[config.mk]
export PLATFORM = sky130hd
export DESIGN_NAME = drs_sequencer
export DESIGN_NICKNAME = d
export VERILOG_FILES = /design/src/common/drs_pkg.sv /design/src/design/drs_sequencer.sv
export SDC_FILE = /design/constraint.sdc
export NUM_CORES = 1
export LEC_CHECK = 0
export BUFFER_PORTS_ARGS = -buffer_cell sky130_fd_sc_hd__buf_2
export CORE_MARGIN = 2
export CORE_UTILIZATION = 25
export DETAILED_ROUTE_END_ITERATION = 8
export SYNTH_ARGS = -nofsm -noshare
export SYNTH_HDL_FRONTEND = slang
export SYNTH_SLANG_ARGS = --single-unit
[constraint.sdc]
create_clock -name clk_sys -period 2.05 [get_ports clk_sys]
set_input_delay 0.205 -clock clk_sys [delete_from_list [all_inputs] [get_ports clk_sys]]
set_output_delay 0.205 -clock clk_sys [all_outputs]
set_load 0.01 [all_outputs]
[src/common/drs_pkg.sv]
// constants for the dram refresh and access sequencer
package drs_pkg;
    localparam int NUM_BANKS     = 8;
    localparam int BANK_W        = 3;
    localparam int ROW_W         = 16;
    localparam int CA_W          = 6;
    // command-address bit positions
    localparam int CA_BIT_REF3   = 3;
    localparam int CA_BIT_ALL    = 5;
    localparam int CA_BIT_AP     = 5;
    // first-edge encodings (cs high), bits 4:0
    localparam logic [4:0] ENC_REFRESH = 5'h08;
    localparam logic [4:0] ENC_WRITE   = 5'h04;
    localparam logic [4:0] ENC_MWRITE  = 5'h06;
    localparam logic [4:0] ENC_READ    = 5'h02;
    localparam logic [4:0] ENC_MASK5   = 5'h1F;
    // timing in link clocks
    localparam int RTP_CK        = 8;
    localparam int BL32_EXTRA_CK = 8;
    localparam int RFCPB_CK      = 16;
    localparam int PRECH_CK      = 8;
    localparam int CNT_W         = 6;
    localparam logic [ROW_W-1:0] ROW_RESET  = 16'h0000;
    localparam logic [BANK_W-1:0] BANK_ZERO = 3'h0;
    typedef enum logic [1:0] {CMD_IDLE, CMD_SECOND} drs_cmd_state_t;
endpackage

[src/design/drs_sequencer.sv]
// device-side command decoder: refresh bank/row counting, auto-precharge, read inversion
`timescale 1ns/10ps
`default_nettype none
// Summary of operation
// RQ1: refresh recognised by cs high, ca0-2 and ca4 low, ca3 high, first edge.
// RQ2: ca5 on first edge: low per-bank refresh, high all-bank refresh.
// RQ3: per-bank refresh bank number from ca2:0 on second edge, ca0 lowest.
// RQ4: controller refreshes each bank once per set of eight, any order.
// RQ5: bank count cleared on reset and on every self-refresh exit.
// RQ6: all-bank refresh clears bank count and refreshes all banks at row counter.
// RQ7: refresh after an all-bank refresh uses incremented row counter.
// RQ8: set of eight counts from first per-bank refresh after a sync event.
// RQ9: operations to other banks accepted while one bank refreshes.
// RQ10: controller refreshes every interval, postponing at most eight.
// RQ11: temperature-rate 001B allows all rates; 010B forbids only four-times rate.
// RQ12: read or write taken when cke high and cs/ca encode it on rising edge.
// RQ13: controller never interrupts a burst; length may be chosen per command.
// RQ14: read-to-write gap without data odt by latency and burst formula.
// RQ15: read-to-write gap with data odt by latency, burst and odt formula.
// RQ16: auto-precharge starts read-to-precharge time after read, plus 8 for burst 32.
// RQ17: activate same bank after precharge time or row cycle time.
// RQ18: write then read with auto-precharge must cover write recovery.
// RQ19: controller holds complement strobe high idle, differential on write.
// RQ20: controller resumes complement strobe high after postamble while cke high.
// RQ21: mode-register read inversion: byte with over four ones inverted, pin high.
// RQ22: masked write with inversion needs mask enable and write inversion enable.
// RQ23: controller tracks postponed refreshes and forces refresh before the limit.
module drs_sequencer #(
    parameter int ROW_W = drs_pkg::ROW_W,
    parameter int RFC_CK = drs_pkg::RFCPB_CK,
    parameter int RTP_CK = drs_pkg::RTP_CK
) (
    input  wire logic                      clk_sys,       // 20 MHz system clock
    input  wire logic                      rst_n,         // async reset, active low
    input  wire logic                      linkClk,       // command clock pin
    input  wire logic                      cke,           // clock enable pin
    input  wire logic                      cs,            // chip select pin
    input  wire logic [drs_pkg::CA_W-1:0]  cmd_addr_bus,  // command-address pins
    input  wire logic                      selfRefExit,   // pulse: self refresh exited
    input  wire logic                      burst32,       // burst length 32 selected
    input  wire logic                      readInvEn,     // read inversion enabled
    input  wire logic                      mrrInvSupp,    // inversion supported on mrr
    input  wire logic                      maskEn,        // write masking enable bit
    input  wire logic                      writeInvEn,    // write inversion enable bit
    input  wire logic                      mrrValid,      // mrr byte presented
    input  wire logic [7:0]                mrrByte,       // mode-register read byte
    output logic                           refreshPulse,  // refresh accepted
    output logic                           allBankRef,    // last refresh was all-bank
    output logic [drs_pkg::BANK_W-1:0]     refBank,       // bank being refreshed
    output logic [ROW_W-1:0]               refRow,        // row used by last refresh
    output logic [drs_pkg::BANK_W:0]       bankCount,     // per-bank refreshes in set
    output logic [drs_pkg::NUM_BANKS-1:0]  bankBusy,      // banks in refresh
    output logic                           readPulse,     // read accepted
    output logic                           writePulse,    // write accepted
    output logic                           maskedInvOk,   // masked write w/ inversion legal
    output logic                           prechStart,    // auto-precharge begins
    output logic [7:0]                     dqOut,         // mrr data out
    output logic                           mask_invert_pin // inversion flag out
);
    // two-flop synchronisers on every pin
    logic [1:0] lnkS_r;
    logic [1:0] ckeS_r;
    logic [1:0] csS_r;
    logic [drs_pkg::CA_W-1:0] caS1_r;
    logic [drs_pkg::CA_W-1:0] caS2_r;
    logic lnkPrev_r;
    always_ff @(posedge clk_sys or negedge rst_n) begin
        if (!rst_n) begin
            lnkS_r    <= 2'h0;
            ckeS_r    <= 2'h0;
            csS_r     <= 2'h0;
            caS1_r    <= 6'h00;
            caS2_r    <= 6'h00;
            lnkPrev_r <= 1'b0;
        end else begin
            lnkS_r    <= {lnkS_r[0], linkClk};
            ckeS_r    <= {ckeS_r[0], cke};
            csS_r     <= {csS_r[0], cs};
            caS1_r    <= cmd_addr_bus;
            caS2_r    <= caS1_r;
            lnkPrev_r <= lnkS_r[1];
        end
    end

    // rising edge of the link clock; pins are sampled with the same delay so
    // they line up with the rising edge at which the device samples them
    logic ckRise;
    assign ckRise = lnkS_r[1] & ~lnkPrev_r;

    // first-edge decode
    logic isRef;
    logic isRead;
    logic isWrite;
    assign isRef   = ckRise && csS_r[1] && ckeS_r[1]
                   && ((caS2_r[4:0] & drs_pkg::ENC_MASK5) == drs_pkg::ENC_REFRESH); // RQ1
    assign isRead  = ckRise && csS_r[1] && ckeS_r[1]
                   && (caS2_r[4:0] == drs_pkg::ENC_READ);                            // RQ12
    assign isWrite = ckRise && csS_r[1] && ckeS_r[1]
                   && (caS2_r[4:0] == drs_pkg::ENC_WRITE
                       || caS2_r[4:0] == drs_pkg::ENC_MWRITE);                       // RQ12

    // command state: per-bank refresh waits for its second edge
    drs_pkg::drs_cmd_state_t cmdState_r;
    always_ff @(posedge clk_sys or negedge rst_n) begin
        if (!rst_n) begin
            cmdState_r <= drs_pkg::CMD_IDLE;
        end else begin
            unique case (cmdState_r)
                drs_pkg::CMD_IDLE: begin
                    if (isRef && !caS2_r[drs_pkg::CA_BIT_ALL]) begin // RQ2
                        cmdState_r <= drs_pkg::CMD_SECOND;
                    end
                end
                drs_pkg::CMD_SECOND: begin
                    if (ckRise) begin
                        cmdState_r <= drs_pkg::CMD_IDLE;
                    end
                end
                default: cmdState_r <= drs_pkg::CMD_IDLE;
            endcase
        end
    end

    logic pbDone;
    logic abDone;
    assign pbDone = (cmdState_r == drs_pkg::CMD_SECOND) && ckRise;
    assign abDone = (cmdState_r == drs_pkg::CMD_IDLE) && isRef
                  && caS2_r[drs_pkg::CA_BIT_ALL]; // RQ2

    // refresh outputs and bank/row counters
    logic rowAdv_r;
    logic [ROW_W-1:0] rowCtr_r;
    always_ff @(posedge clk_sys or negedge rst_n) begin
        if (!rst_n) begin
            refreshPulse <= 1'b0;
            allBankRef   <= 1'b0;
            refBank      <= drs_pkg::BANK_ZERO;
            refRow       <= drs_pkg::ROW_RESET;
            rowCtr_r     <= drs_pkg::ROW_RESET;
            rowAdv_r     <= 1'b0;
            bankCount    <= 4'h0; // RQ5
        end else begin
            refreshPulse <= pbDone | abDone;
            if (selfRefExit) begin
                bankCount <= 4'h0; // RQ5
            end
            if (abDone) begin
                allBankRef <= 1'b1;
                bankCount  <= 4'h0;                              // RQ6
                refRow     <= rowAdv_r ? rowCtr_r + 1'b1 : rowCtr_r; // RQ7
                rowCtr_r   <= rowAdv_r ? rowCtr_r + 1'b1 : rowCtr_r; // RQ6
                rowAdv_r   <= 1'b1;
            end else if (pbDone) begin
                allBankRef <= 1'b0;
                refBank    <= caS2_r[drs_pkg::BANK_W-1:0];       // RQ3
                refRow     <= rowAdv_r ? rowCtr_r + 1'b1 : rowCtr_r; // RQ7
                if (rowAdv_r) begin
                    rowCtr_r <= rowCtr_r + 1'b1;
                end
                rowAdv_r <= 1'b0;
                // a full set of eight wraps the count and moves the row on
                if (!selfRefExit) begin
                    if (bankCount == 4'(drs_pkg::NUM_BANKS - 1)) begin // RQ8
                        bankCount <= 4'h0;
                        rowAdv_r  <= 1'b1;
                    end else begin
                        bankCount <= bankCount + 4'h1; // RQ8
                    end
                end
            end
        end
    end

    // per-bank busy timers; other banks stay usable
    logic [drs_pkg::CNT_W-1:0] busyCnt_r [drs_pkg::NUM_BANKS];
    genvar gb;
    generate
        for (gb = 0; gb < drs_pkg::NUM_BANKS; gb++) begin : gBank
            always_ff @(posedge clk_sys or negedge rst_n) begin
                if (!rst_n) begin
                    busyCnt_r[gb] <= 6'h00;
                end else if ((pbDone && caS2_r[2:0] == 3'(gb)) || abDone) begin // RQ9
                    busyCnt_r[gb] <= 6'(RFC_CK);
                end else if (ckRise && busyCnt_r[gb] != 6'h00) begin
                    busyCnt_r[gb] <= busyCnt_r[gb] - 6'h01;
                end
            end
        end
    endgenerate

    // busy flags come from one process so the output vector has a single driver
    always_ff @(posedge clk_sys or negedge rst_n) begin
        if (!rst_n) begin
            bankBusy <= 8'h00;
        end else begin
            for (int b = 0; b < drs_pkg::NUM_BANKS; b++) begin
                bankBusy[b] <= (busyCnt_r[b] > 6'h01)
                             || ((pbDone && caS2_r[2:0] == 3'(b)) || abDone); // RQ9
            end
        end
    end

    // read/write acceptance and masked-write inversion legality
    always_ff @(posedge clk_sys or negedge rst_n) begin
        if (!rst_n) begin
            readPulse   <= 1'b0;
            writePulse  <= 1'b0;
            maskedInvOk <= 1'b0;
        end else begin
            readPulse   <= isRead;     // RQ12
            writePulse  <= isWrite;    // RQ12
            maskedInvOk <= maskEn & writeInvEn; // RQ22
        end
    end

    // auto-precharge delay, extra eight clocks for burst 32
    logic [drs_pkg::CNT_W-1:0] apCnt_r;
    always_ff @(posedge clk_sys or negedge rst_n) begin
        if (!rst_n) begin
            apCnt_r    <= 6'h00;
            prechStart <= 1'b0;
        end else begin
            prechStart <= 1'b0;
            if (isRead && caS2_r[drs_pkg::CA_BIT_AP]) begin
                apCnt_r <= burst32 ? 6'(RTP_CK + drs_pkg::BL32_EXTRA_CK) : 6'(RTP_CK); // RQ16
            end else if (ckRise && apCnt_r != 6'h00) begin
                apCnt_r <= apCnt_r - 6'h01;
                prechStart <= (apCnt_r == 6'h01); // RQ16
            end
        end
    end

    // mrr read inversion; without support the pin stays low
    logic [3:0] ones;
    always_comb begin
        ones = 4'h0;
        for (int i = 0; i < 8; i++) begin
            ones = ones + 4'(mrrByte[i]);
        end
    end
    always_ff @(posedge clk_sys or negedge rst_n) begin
        if (!rst_n) begin
            dqOut           <= 8'h00;
            mask_invert_pin <= 1'b0;
        end else if (mrrValid) begin
            if (readInvEn && mrrInvSupp && ones > 4'h4) begin // RQ21
                dqOut           <= ~mrrByte;
                mask_invert_pin <= 1'b1;
            end else begin
                dqOut           <= mrrByte;
                mask_invert_pin <= 1'b0; // RQ21
            end
        end
    end
endmodule
`default_nettype wire

# Word level (Yosys, flattened, before mapping)
# Cells that the tools add are included.
dict set report classes {
  addsub 18
  multipliers 0
  div 0
  order_cmp 9
  eq_ne 16
  n_shift 0
  mux 40
  bitwise 6
  reduce_logical 70
}
# operator count
set op_table {}
lappend op_table {{$mux W6} 18}
lappend op_table {{$reduce_bool A6 Y1} 9}
lappend op_table {{$sub A6 B1 Y6 const B} 9}
lappend op_table {{$gt A6 B1 Y1 const B} 8}
lappend op_table {{$mux W16} 3}
lappend op_table {{$logic_and A1 B1 Y1} 29}
lappend op_table {{$mux W4} 5}
lappend op_table {{$reduce_bool A2 Y1} 10}
lappend op_table {{$logic_or A1 B1 Y1} 17}
lappend op_table {{$add A16 B1 Y16 const B} 1}
lappend op_table {{$add A4 B1 Y4} 4}
lappend op_table {{$eq A3 B3 Y1 const B} 4}
lappend op_table {{$eq A5 B3 Y1 const B} 2}
lappend op_table {{$mux W1} 9}
lappend op_table {{$mux W8} 1}
lappend op_table {{$not A8 Y8} 1}
lappend op_table {{$eq A3 B2 Y1 const B} 2}
lappend op_table {{$eq A6 B1 Y1 const B} 1}
lappend op_table {{$eq A5 B2 Y1 const B} 1}
lappend op_table {{$eq A5 B4 Y1 const B} 1}
lappend op_table {{$mux W5} 1}
lappend op_table {{$add A3 B1 Y4} 1}
lappend op_table {{$add A4 B1 Y4 const B} 1}
lappend op_table {{$eq A4 B3 Y1 const B} 1}
lappend op_table {{other kinds (15)} 20}
dict set report word_totals {
  register_bits 122
  latchBits 0
  ramBits 0
  romBits 0
  inputBits 26
  out_inout_bits 46
  n_memories 0
}

# Longest topological paths before layout
# Gate-level depths: netlist (run 1).
dict set report logic_depth {
  ltp_word 10
  depth_mapped 12
  mapped_depth_nobuf 11
}

# Worst setup path before layout (run 1)
# Ideal clock, no wire load.
dict set report synth_timing {
  kind {input to register}
  startpoint {input mrrByte[0]}
  endpoint {register mask_invert_pin}
  arrival_time_ps 3320
  required_time_ps 1925
  path_slack_ps -1395
  path_stages 12
  path_buffers 1
  path_cell_list {inv_1 > fa_1 > fa_1 > fa_1 > inv_1 > ha_1 > fa_1 > xnor2_1 > a2bb2oi_1 > clkbuf_1 > nor2_1 > mux2_2}
}
dict set report synth_between {
  elab_chain_len 10
}
# item line
set synth_lines {}
lappend synth_lines {{start, declared} drs_sequencer.sv:46} ;# input wire logic [7:0] mrrByte,
lappend synth_lines {{$add A1 B1 Y2} drs_sequencer.sv:238} ;# ones = ones + 4'(mrrByte[i]);
lappend synth_lines {{$add A2 B1 Y3} drs_sequencer.sv:238}
lappend synth_lines {{$add A3 B1 Y4} drs_sequencer.sv:238}
lappend synth_lines {{$add A4 B1 Y4 (4 in a row)} drs_sequencer.sv:238}
lappend synth_lines {{$gt A4 B3 Y1} drs_sequencer.sv:246} ;# if (readInvEn && mrrInvSupp && ones > 4'h4) begin
lappend synth_lines {{$logic_and A1 B1 Y1} drs_sequencer.sv:246}
lappend synth_lines {{$mux W1} drs_sequencer.sv:246}
lappend synth_lines {{end signal, assigned} drs_sequencer.sv:244} ;# mask_invert_pin <= 1'b0;
lappend synth_lines {{end signal, assigned} drs_sequencer.sv:248} ;# mask_invert_pin <= 1'b1;
lappend synth_lines {{end signal, assigned} drs_sequencer.sv:251} ;# mask_invert_pin <= 1'b0;
lappend synth_lines {{end, declared} drs_sequencer.sv:58} ;# output logic mask_invert_pin
# No other way between the ends.
# A chain may end at the register's enable or synchronous reset.

# Final worst setup path (run 1)
dict set report layout_timing {
  startpoint {input mrrByte[3]}
  endpoint {register dqOut[6]}
}
dict set report layout_between {
  elab_chain_len 8
}
# item line
set layout_lines {}
lappend layout_lines {{$add A3 B1 Y4} drs_sequencer.sv:238}
lappend layout_lines {{$add A4 B1 Y4 (4 in a row)} drs_sequencer.sv:238}
lappend layout_lines {{$gt A4 B3 Y1} drs_sequencer.sv:246}
lappend layout_lines {{$logic_and A1 B1 Y1} drs_sequencer.sv:246}
lappend layout_lines {{$mux W8} drs_sequencer.sv:246}
lappend layout_lines {{end signal, assigned} drs_sequencer.sv:247} ;# dqOut <= ~mrrByte;
lappend layout_lines {{end signal, assigned} drs_sequencer.sv:250} ;# dqOut <= mrrByte;
lappend layout_lines {{end, declared} drs_sequencer.sv:57} ;# output logic [7:0] dqOut,
# No other way between the ends.

==> results of run 1 <==
==> cells by family (layout without fill, tap and decap cells) <==
group                      after synthesis  count (layout)  synth area share (%)
buffers and inverters                   60             189                  4.05
DFF                                    121             121                  50.1
and+or+nand+nor                        211             211                  19.1
AOI/OAI and AO/OA                      101             101                  11.8
adders and majority gates               28              28                  6.29
muxes                                    8               8                  1.39
xor gates and xnor gates                50              50                  7.24
==> per-layer routing <==
layer	track usage [%]	up-vias	wire [um]
li1	-	2285	-
met1	14.5	2200	6340
met2	16.7	97	5750
met3	2.79	18	478
met4	4.26	0	193
met5	0	-	0
==> layout make-up <==
class / count / share of cell area, %
flip-flops and latches: 121 / 39.0
well taps: 319 / 5.14
multi-input cells: 398 / 36.1
repair buffers: 120 / 10.4
clock buffers: 20 / 6.01
inverters: 41 / 2.08
clock inverters: 8 / 1.27
==> what timing repair did <==
action	4_1_cts	5_1_grt
setup buffers	1	0
gates resized for setup	5	6
cloned	0	0
endpoints found under the setup margin	9	25
endpoints found under the hold margin	43	0
pin swaps	3	5
hold buffers	14	0
==> synthesized netlist by cell type (all sizes together), types with 7 or more instances <==
| cell type | number | share of area [%] |
|---|---|---|
| o2111ai | 19 | 2.8 |
| xor2 | 15 | 2.2 |
| a21oi | 16 | 1.3 |
| nand2 | 18 | 1.1 |
| o21ai | 22 | 1.9 |
| a211oi | 16 | 2.2 |
| clkbuf | 12 | 0.77 |
| xnor2 | 35 | 5.1 |
| or3 | 23 | 2.4 |
| or2 | 10 | 1.0 |
| nor2 | 65 | 4.0 |
| dfrtp | 121 | 50 |
| buf | 7 | 0.74 |
| ha | 24 | 5.0 |
| or4 | 8 | 1.1 |
| nor4 | 16 | 1.9 |
| nor3 | 20 | 1.7 |
| nand3b | 10 | 1.2 |
| a31oi | 9 | 0.93 |
| inv | 41 | 2.5 |
==> stage by stage <==
stage / hold slack [ns] / TNS [ns]
6_report: 0.0870 / -8.30
3_3_place_gp: 0.184 / -12.70
4_1_cts: 0.0669 / -8.29
5_1_grt: 0.0994 / -9.30
3_5_place_dp: 0.183 / -13.13
2_1_floorplan: -0.0906 / -10.25
==> critical path: stages <==
cell and delay (ns):
buf_8 0.09, inv_8 0.03, fa_1 0.54, fa_1 0.42, fa_1 0.51, inv_2 0.05
ha_4 0.15, fa_1 0.48, nor2_1 0.05, a2bb2oi_2 0.17, buf_6 0.13, or3_1 0.34
a31oi_1 0.16
==> power groups by stage <==
stage | logic, W | registers [W] | clock network [W]
final | 0.00218 | 0.00367 | 0.00287
after detailed placement | 0.00215 | 0.00370 | 0
after CTS | 0.00220 | 0.00368 | 0.00296
after global placement | 0.00207 | 0.00370 | 0
after floorplan | 0.00156 | 0.00360 | 0
after global routing | 0.00253 | 0.00379 | 0.00306
==> worst paths after layout <==
path,start,to
worst max-delay path,mrrByte[3],dqOut[6]$_DFFE_PN0P_
worst min-delay path,mrrByte[6],dqOut[6]$_DFFE_PN0P_
min in group asynchronous,rst_n,bankBusy[2]$_DFF_PN0_
max in group asynchronous,rst_n,lnkS_r[1]$_DFF_PN0_
worst max register to register,lnkPrev_r$_DFF_PN0_,bankBusy[1]$_DFF_PN0_
worst min register to register,caS1_r[0]$_DFF_PN0_,caS2_r[0]$_DFF_PN0_
==> state kept, by name (all words and copies together), names as in the netlist, 2 cells and up <==
name	count
lnkS_r	2
refBank	3
caS1_r	6
ckeS_r	2
rowCtr_r	16
bankCount	4
apCnt_r	6
caS2_r	6
dqOut	8
bankBusy	8
busyCnt_r	48
csS_r	2
==> out/metrics.csv, run 1 <==
stage;metric;value;unit
floorplanning;num rows;56;
logic_synthesis;Yosys warnings;0;
placement;dpl cells;984;
global_route;largest net degree at the start of global routing;63;
setup_path;critical path type;in2reg;
sta;Final Setup Violations;9;
finish;layout cells sized above 1;22.6;%
route;post-detailed-route count of antenna-violating nets;0;
finish;Nets;753;
global_route;GRT Total Usage;10.8;%
cts;CTS max path bufs;2;
global_route;global-route wire length before repair;22.5;mm
floorplanning;Die Ht;160;um
logic_synthesis;sequential share of the synthesized area;50.1;%
finish;most common cell after layout, fill and taps aside;dfrtp_1;
run_status;violated checks;setup timing;
sta;clock skew;0.00898;ns
global_route;grt ovf;0;
cts;clock latency on the worst-skew pair;0.41;ns
cts;Reg clk slew, reported paths;0.05;ns
floorplanning;Starting Density;25.6;%
placement;dpl cell area;0.00701;sq mm
logic_synthesis;Mean Syn Cell Area;10.4;sq um
sta;maximum clock frequency;335;MHz
logic_synthesis;Post-Syn Area;0.00605;sq mm
sta;Slew Viols, Final;0;
placement;gpl congestion;0.771;
sta;Final WS setup;-0.938;ns
cts;H-tree Lvls;4;
sta;Tcrit/Tclk final;146;%
cts;CTS tree;done;
finish;fin area;0.00777;sq mm
power;VDD IR-drop max;0.000636;V
route;final wirelength;12.8;mm
placement;DP HPWL;9.22;mm
power;clock share of power;32.9;%
power;Leak;3.43;nW
logic_synthesis;Post-synth EDFFs;0;
route;Iter 0 DRT Violations;195;
cts;Root Driver;clkbuf_16;
setup_path;worst reg2reg setup slack;0.13;ns
power;PwrDens;1120;mW/mm^2
floorplanning;full die area;0.0255;sq mm
setup_path;Critical Path Start Type;input port;
cts;TritonCTS buffer count;17;
sta;Min Clock Period, post-route;2.99;ns
worst_hold_path;Hold Path Class;in2reg;
route;Vias;4600;
route;Initial DRT Pass Iterations;4;
finish;most frequent cells in the layout;dfrtp_1, buf_2, nor2_1, inv_1, xnor2_1;
global_route;vias in the first global route;4558;
sta;worst slew pin tran;0.602;ns
job;max-cap violations;0;
logic_synthesis;Synth Instances;579;
cts;TritonCTS Sinks;121;
sta;Worst slew margin;59.5;%
logic_synthesis;Synthesized Nets;633;
route;via-per-instance ratio;4.48;
logic_synthesis;Yosys reg bits;121;
sta;final hold violations;0;
setup_path;crit-path max FO;10;
setup_path;Crit path arrival time;3.32;ns
setup_path;worst-case reg-to-reg path depth;4;
power;Internal Power;0.00593;W
run_status;status;finished, violations left;
route;DR WL/cell;12.4;um
placement;# port buffers;71;
logic_synthesis;async set-or-reset flop fraction in the synthesized netlist;100;%
setup_path;Worst Path Required;2.38;ns
floorplanning;Die X;160;um
power;Sw Share;31.9;%
power;Logic pwr share;25.0;%
finish;fill count;2432;
finish;n_diodes;0;
finish;FF+latch area;0.00303;sq mm
sta;RSZ-0062 raised after global routing;true;
finish;Area Growth Syn to Fin;28.4;%
finish;fin util;32.9;%
worst_hold_path;WHS Path Cells;3;
finish;area of the multi-input gates;0.00281;sq mm
logic_synthesis;Synth cell types;56;
floorplanning;I/O pin cnt;72;
global_route;initial antenna violation count;0;
finish;Layout Cells excl Fill;1027;
placement;pre-CTS WS;-1.49;ns
floorplanning;Core Region;0.0236;sq mm
power;Flop pwr share;42.1;%
power;Sw Pwr;0.00278;W
route;DRC;0;
power;PnR Total Power;0.00872;W
logic_synthesis;Synth Flop Type;dfrtp_1;
setup_path;Setup crit end kind;register;
No activity file was read; power rests on OpenSTA's default activity.
==> inputs of run 2 (changes only) <==
- RECOVER_POWER: default -> 100
==> run 2 against run 1 <==
Against the previous run: the run still ends with setup timing left; clock-buffer cell count did not move; first-iteration DRC count increased by 4.1%; sequential cell count unchanged; critical path type unchanged.
==> out/metrics.csv, run 2 (same netlist as run 1, synthesis figures left out) <==
stage;metric;value;unit
cts;CTS max path bufs;2;
floorplanning;Die Ht;160;um
route;Initial DRT Pass Iterations;4;
floorplanning;I/O pin cnt;72;
floorplanning;Core Region;0.0236;sq mm
global_route;vias in the first global route;4558;
run_status;status;finished, violations left;
setup_path;crit-path max FO;10;
power;Sw Pwr;0.00278;W
sta;worst hold slack;0.0859;ns
route;final wirelength;12.8;mm
finish;most frequent cells in the layout;dfrtp_1, nor2_1, clkbuf_1, inv_1, xnor2_1;
cts;TritonCTS buffer count;17;
power;Leak;3.24;nW
global_route;GRT Total Usage;10.8;%
sta;final hold violations;0;
sta;Min Clock Period, post-route;2.99;ns
sta;Tcrit/Tclk final;146;%
global_route;grt ovf;0;
finish;fill count;2454;
global_route;largest net degree at the start of global routing;63;
sta;Slew Viols, Final;0;
finish;largest registers;busyCnt_r x48, rowCtr_r x16;
placement;dpl cells;984;
finish;Reg with most FFs;busyCnt_r;
sta;RSZ-0062 raised after global routing;true;
finish;fin util;32.4;%
power;VDD IR-drop max;0.000638;V
floorplanning;full die area;0.0255;sq mm
cts;TritonCTS Sinks;121;
finish;Nets;753;
power;Flop pwr share;42.3;%
route;post-detailed-route count of antenna-violating nets;0;
power;clock share of power;33.0;%
finish;most common cell after layout, fill and taps aside;dfrtp_1;
setup_path;Crit path arrival time;3.32;ns
floorplanning;Die X;160;um
floorplanning;num rows;56;
power;Logic pwr share;24.7;%
route;DR WL/cell;12.4;um
placement;DP HPWL;9.22;mm
route;via-per-instance ratio;4.48;
setup_path;Critical Path Start Type;input port;
worst_hold_path;Hold Path Class;in2reg;
power;PnR Total Power;0.00869;W
cts;Reg clk slew, reported paths;0.05;ns
finish;n_diodes;0;
cts;CTS tree;done;
finish;Area Growth Syn to Fin;26.5;%
setup_path;critical path type;in2reg;
power;Internal Power;0.00591;W
cts;H-tree Lvls;4;
power;Sw Share;32.0;%
floorplanning;Starting Density;25.6;%
sta;Final WS setup;-0.937;ns
sta;worst slew pin tran;0.810;ns
route;DRC;0;
cts;clock latency on the worst-skew pair;0.41;ns
run_status;violated checks;setup timing;
global_route;global-route wire length before repair;22.5;mm
finish;Layout Cells excl Fill;1027;
route;Iter 0 DRT Violations;203;
setup_path;Worst Path Required;2.38;ns
job;max-cap violations;0;
finish;max reg flops;48;
cts;Root Driver;clkbuf_16;
global_route;initial antenna violation count;0;
setup_path;Setup crit end kind;register;
sta;Final Setup Violations;9;
finish;layout cells sized above 1;14.8;%
sta;Worst slew margin;46.0;%
sta;clock skew;0.00871;ns
sta;maximum clock frequency;335;MHz
power;PwrDens;1140;mW/mm^2
placement;gpl congestion;0.771;
placement;# port buffers;71;
sta;TNS Setup;-8.29;ns
route;Vias;4597;
## run 2: changes by cell type in the layout (fill, tap and decap cells not counted), sizes merged
cell and change:
buf -56, clkbuf +56
## run 2: power groups by stage
stage	Clock (W)	Sequential, W	Combinational, W
global placement	0	0.00370	0.00207
floorplan	0	0.00360	0.00156
detailed placement	0	0.00370	0.00215
global route	0.00306	0.00380	0.00251
CTS	0.00296	0.00368	0.00220
finish	0.00287	0.00368	0.00215
## run 2: per-stage QoR
| stage | instance area, sq um | setup WS (ns) |
|---|---|---|
| after floorplan | 6070 | -1.24 |
| after global placement | 7010 | -1.43 |
| after detailed placement | 7010 | -1.49 |
| after CTS | 7740 | -0.951 |
| after global routing | 7650 | -1.06 |
| final | 7650 | -0.937 |
## run 2: final cells by class
cell class	count	area [sq um]	area share, %
clock buffers	20	467	6.10
clock inverters	8	98.8	1.29
flip-flops and latches	121	3030	39.6
multi-input cells	398	2800	36.5
inverters	41	161	2.11
well taps	319	399	5.21
repair buffers	120	704	9.20
## run 2: per-layer routing
| layer | share of wire, % | track usage [%] | up-vias |
|---|---|---|---|
| met3 | 3.5 | 2.79 | 19 |
| met2 | 45 | 16.7 | 92 |
| met4 | 1.7 | 4.26 | 0 |
| li1 | - | - | 2280 |
| met5 | 0 | 0 | - |
| met1 | 50 | 14.5 | 2206 |
## run 2: what timing repair did
item,CTS,global route
hold buffers,14,0
pin swaps,3,5
endpoints found under the setup margin,9,25
resized for setup,5,6
cloned,0,0
endpoints found under the hold margin,43,0
buffers inserted,1,0
## run 2: worst paths after layout
check	start	end	slack (ns)	cells after the start
worst max-delay path	mrrByte[3]	dqOut[6]$_DFFE_PN0P_	-0.94	13
worst max register to register	lnkPrev_r$_DFF_PN0_	rowCtr_r[1]$_DFFE_PN0P_	0.01	6
min in group asynchronous	rst_n	bankBusy[2]$_DFF_PN0_	0.43	2
max in group asynchronous	rst_n	lnkS_r[1]$_DFF_PN0_	0.33	3
worst min register to register	caS1_r[0]$_DFF_PN0_	caS2_r[0]$_DFF_PN0_	0.35	0
worst min-delay path	mrrByte[6]	dqOut[6]$_DFFE_PN0P_	0.09	3
## run 2: critical path: stages
cell and delay (ns):
buf_8 0.09, inv_8 0.03, fa_1 0.54, fa_1 0.42
fa_1 0.51, inv_2 0.05, ha_4 0.15, fa_1 0.48
nor2_1 0.05, a2bb2oi_2 0.17, buf_6 0.13, or3_1 0.34
a31oi_1 0.16
==> inputs of run 3 (changes only) <==
- PLACE_DENSITY: default -> 0.42
- TNS_END_PERCENT: default -> 30
==> run 3 against run 2 <==
Against the previous run: the run still ends with setup timing left; critical path depth did not move; total power rose by 4.1%; clock power rose by 11%; wire length rose by 8.5%.
==> out/metrics.csv, run 3 (same netlist as run 1, synthesis figures left out) <==
stage;metric;value;unit
cts;TritonCTS buffer count;17;
finish;Reg with most FFs;busyCnt_r;
cts;CTS tree;done;
route;Vias;4676;
sta;Tcrit/Tclk final;148;%
setup_path;Critical Path Start Type;input port;
sta;Final Setup Violations;9;
floorplanning;I/O pin cnt;72;
finish;fin util;32.7;%
floorplanning;Starting Density;25.6;%
route;Initial DRT Pass Iterations;4;
floorplanning;num rows;56;
route;DR WL/cell;13.4;um
placement;dpl cells;991;
global_route;grt ovf;0;
floorplanning;Die Ht;160;um
global_route;vias in the first global route;4809;
cts;CTS max path bufs;2;
worst_hold_path;Hold Path Class;in2reg;
route;Iter 0 DRT Violations;200;
sta;Slew Viols, Final;0;
global_route;global-route wire length before repair;23.9;mm
setup_path;Setup crit end kind;register;
placement;DP HPWL;9.92;mm
route;final wirelength;13.9;mm
finish;most common cell after layout, fill and taps aside;dfrtp_1;
placement;gpl congestion;0.754;
sta;worst slew pin tran;0.754;ns
route;DRC;0;
global_route;largest net degree at the start of global routing;56;
placement;# port buffers;71;
power;Leak;3.28;nW
power;PnR Total Power;0.00904;W
power;PwrDens;1170;mW/mm^2
run_status;violated checks;setup timing;
setup_path;Crit path arrival time;3.36;ns
sta;Final WS setup;-0.982;ns
cts;clock latency on the worst-skew pair;0.42;ns
sta;RSZ-0062 raised after global routing;true;
sta;Worst slew margin;49.7;%
finish;Nets;761;
finish;layout cells sized above 1;15.6;%
setup_path;Worst Path Required;2.38;ns
setup_path;crit-path max FO;7;
finish;Area Growth Syn to Fin;27.8;%
cts;Root Driver;clkbuf_16;
floorplanning;Die X;160;um
global_route;GRT Total Usage;11.6;%
finish;most frequent cells in the layout;dfrtp_1, nor2_1, clkbuf_1, inv_1, xnor2_1;
floorplanning;full die area;0.0255;sq mm
finish;max reg flops;48;
route;via-per-instance ratio;4.50;
floorplanning;Core Region;0.0236;sq mm
setup_path;critical path type;in2reg;
sta;clock skew;0.0118;ns
job;max-cap violations;0;
finish;Layout Cells excl Fill;1038;
finish;largest registers;busyCnt_r x48, rowCtr_r x16;
sta;maximum clock frequency;330;MHz
route;post-detailed-route count of antenna-violating nets;0;
run_status;status;finished, violations left;
sta;final hold violations;0;
cts;H-tree Lvls;4;
cts;TritonCTS Sinks;121;
sta;Min Clock Period, post-route;3.03;ns
power;VDD IR-drop max;0.000484;V
finish;n_diodes;0;
placement;pre-CTS WS;-1.50;ns
global_route;initial antenna violation count;0;
cts;Reg clk slew, reported paths;0.06;ns
-- run 3: per-layer routing --
layer / share of wire, % / GRT usage (%) / vias to the layer above
met1: 49 / 14.9 / 2277
li1: - / - / 2306
met5: 0 / 0 / -
met4: 1.1 / 3.88 / 0
met2: 46 / 18.5 / 78
met3: 4.0 / 3.46 / 15
-- run 3: worst paths after layout --
kind	start	endpoint	slack, ns	depth (start not counted)
min in group asynchronous	rst_n	bankBusy[3]$_DFF_PN0_	0.35	2
max in group asynchronous	rst_n	caS2_r[3]$_DFF_PN0_	0.44	3
max	mrrByte[3]	dqOut[0]$_DFFE_PN0P_	-0.98	13
min reg2reg	caS1_r[1]$_DFF_PN0_	caS2_r[1]$_DFF_PN0_	0.35	0
min	mrrByte[2]	dqOut[2]$_DFFE_PN0P_	0.13	3
max reg2reg	caS2_r[4]$_DFF_PN0_	rowCtr_r[1]$_DFFE_PN0P_	0.03	6
-- run 3: worst max-delay path, stage by stage --
cell and delay, ns:
buf_6 0.07, inv_2 0.03, fa_1 0.56, fa_1 0.44, fa_1 0.51, inv_2 0.04, ha_4 0.15, fa_1 0.47
nor2_1 0.05, a2bb2oi_2 0.16, buf_4 0.15, or3_1 0.34, a31oi_1 0.17
-- run 3: cell type report --
cell class / instances / area [sq um]
fillers: 2462 / 15900
flip-flops and latches: 121 / 3030
multi-input cells: 398 / 2770
repair buffers: 128 / 749
clock buffers: 20 / 457
well taps: 319 / 399
clock inverters: 11 / 171
inverters: 41 / 154
-- run 3: per-stage QoR --
step / hold WS [ns] / area, sq um / TNS, ns
3_5_place_dp: 0.157 / 7080 / -13.29
6_report: 0.126 / 7730 / -8.52
2_1_floorplan: -0.0906 / 6060 / -10.48
4_1_cts: 0.0896 / 7880 / -8.62
3_3_place_gp: 0.158 / 7080 / -12.33
5_1_grt: 0.145 / 7730 / -11.05
-- run 3: report_power, final --
part	internal [W]	switching (W)
logic	0.00106	0.00112
clock network	0.00209	0.00110
registers	0.00302	0.000655
-- run 3: repair_timing --
action	4_1_cts	5_1_grt
pin swaps	2	2
hold buffers	14	0
resized for setup	5	2
buffers inserted	2	0
endpoints found under the setup margin	9	9
endpoints found under the hold margin	37	0
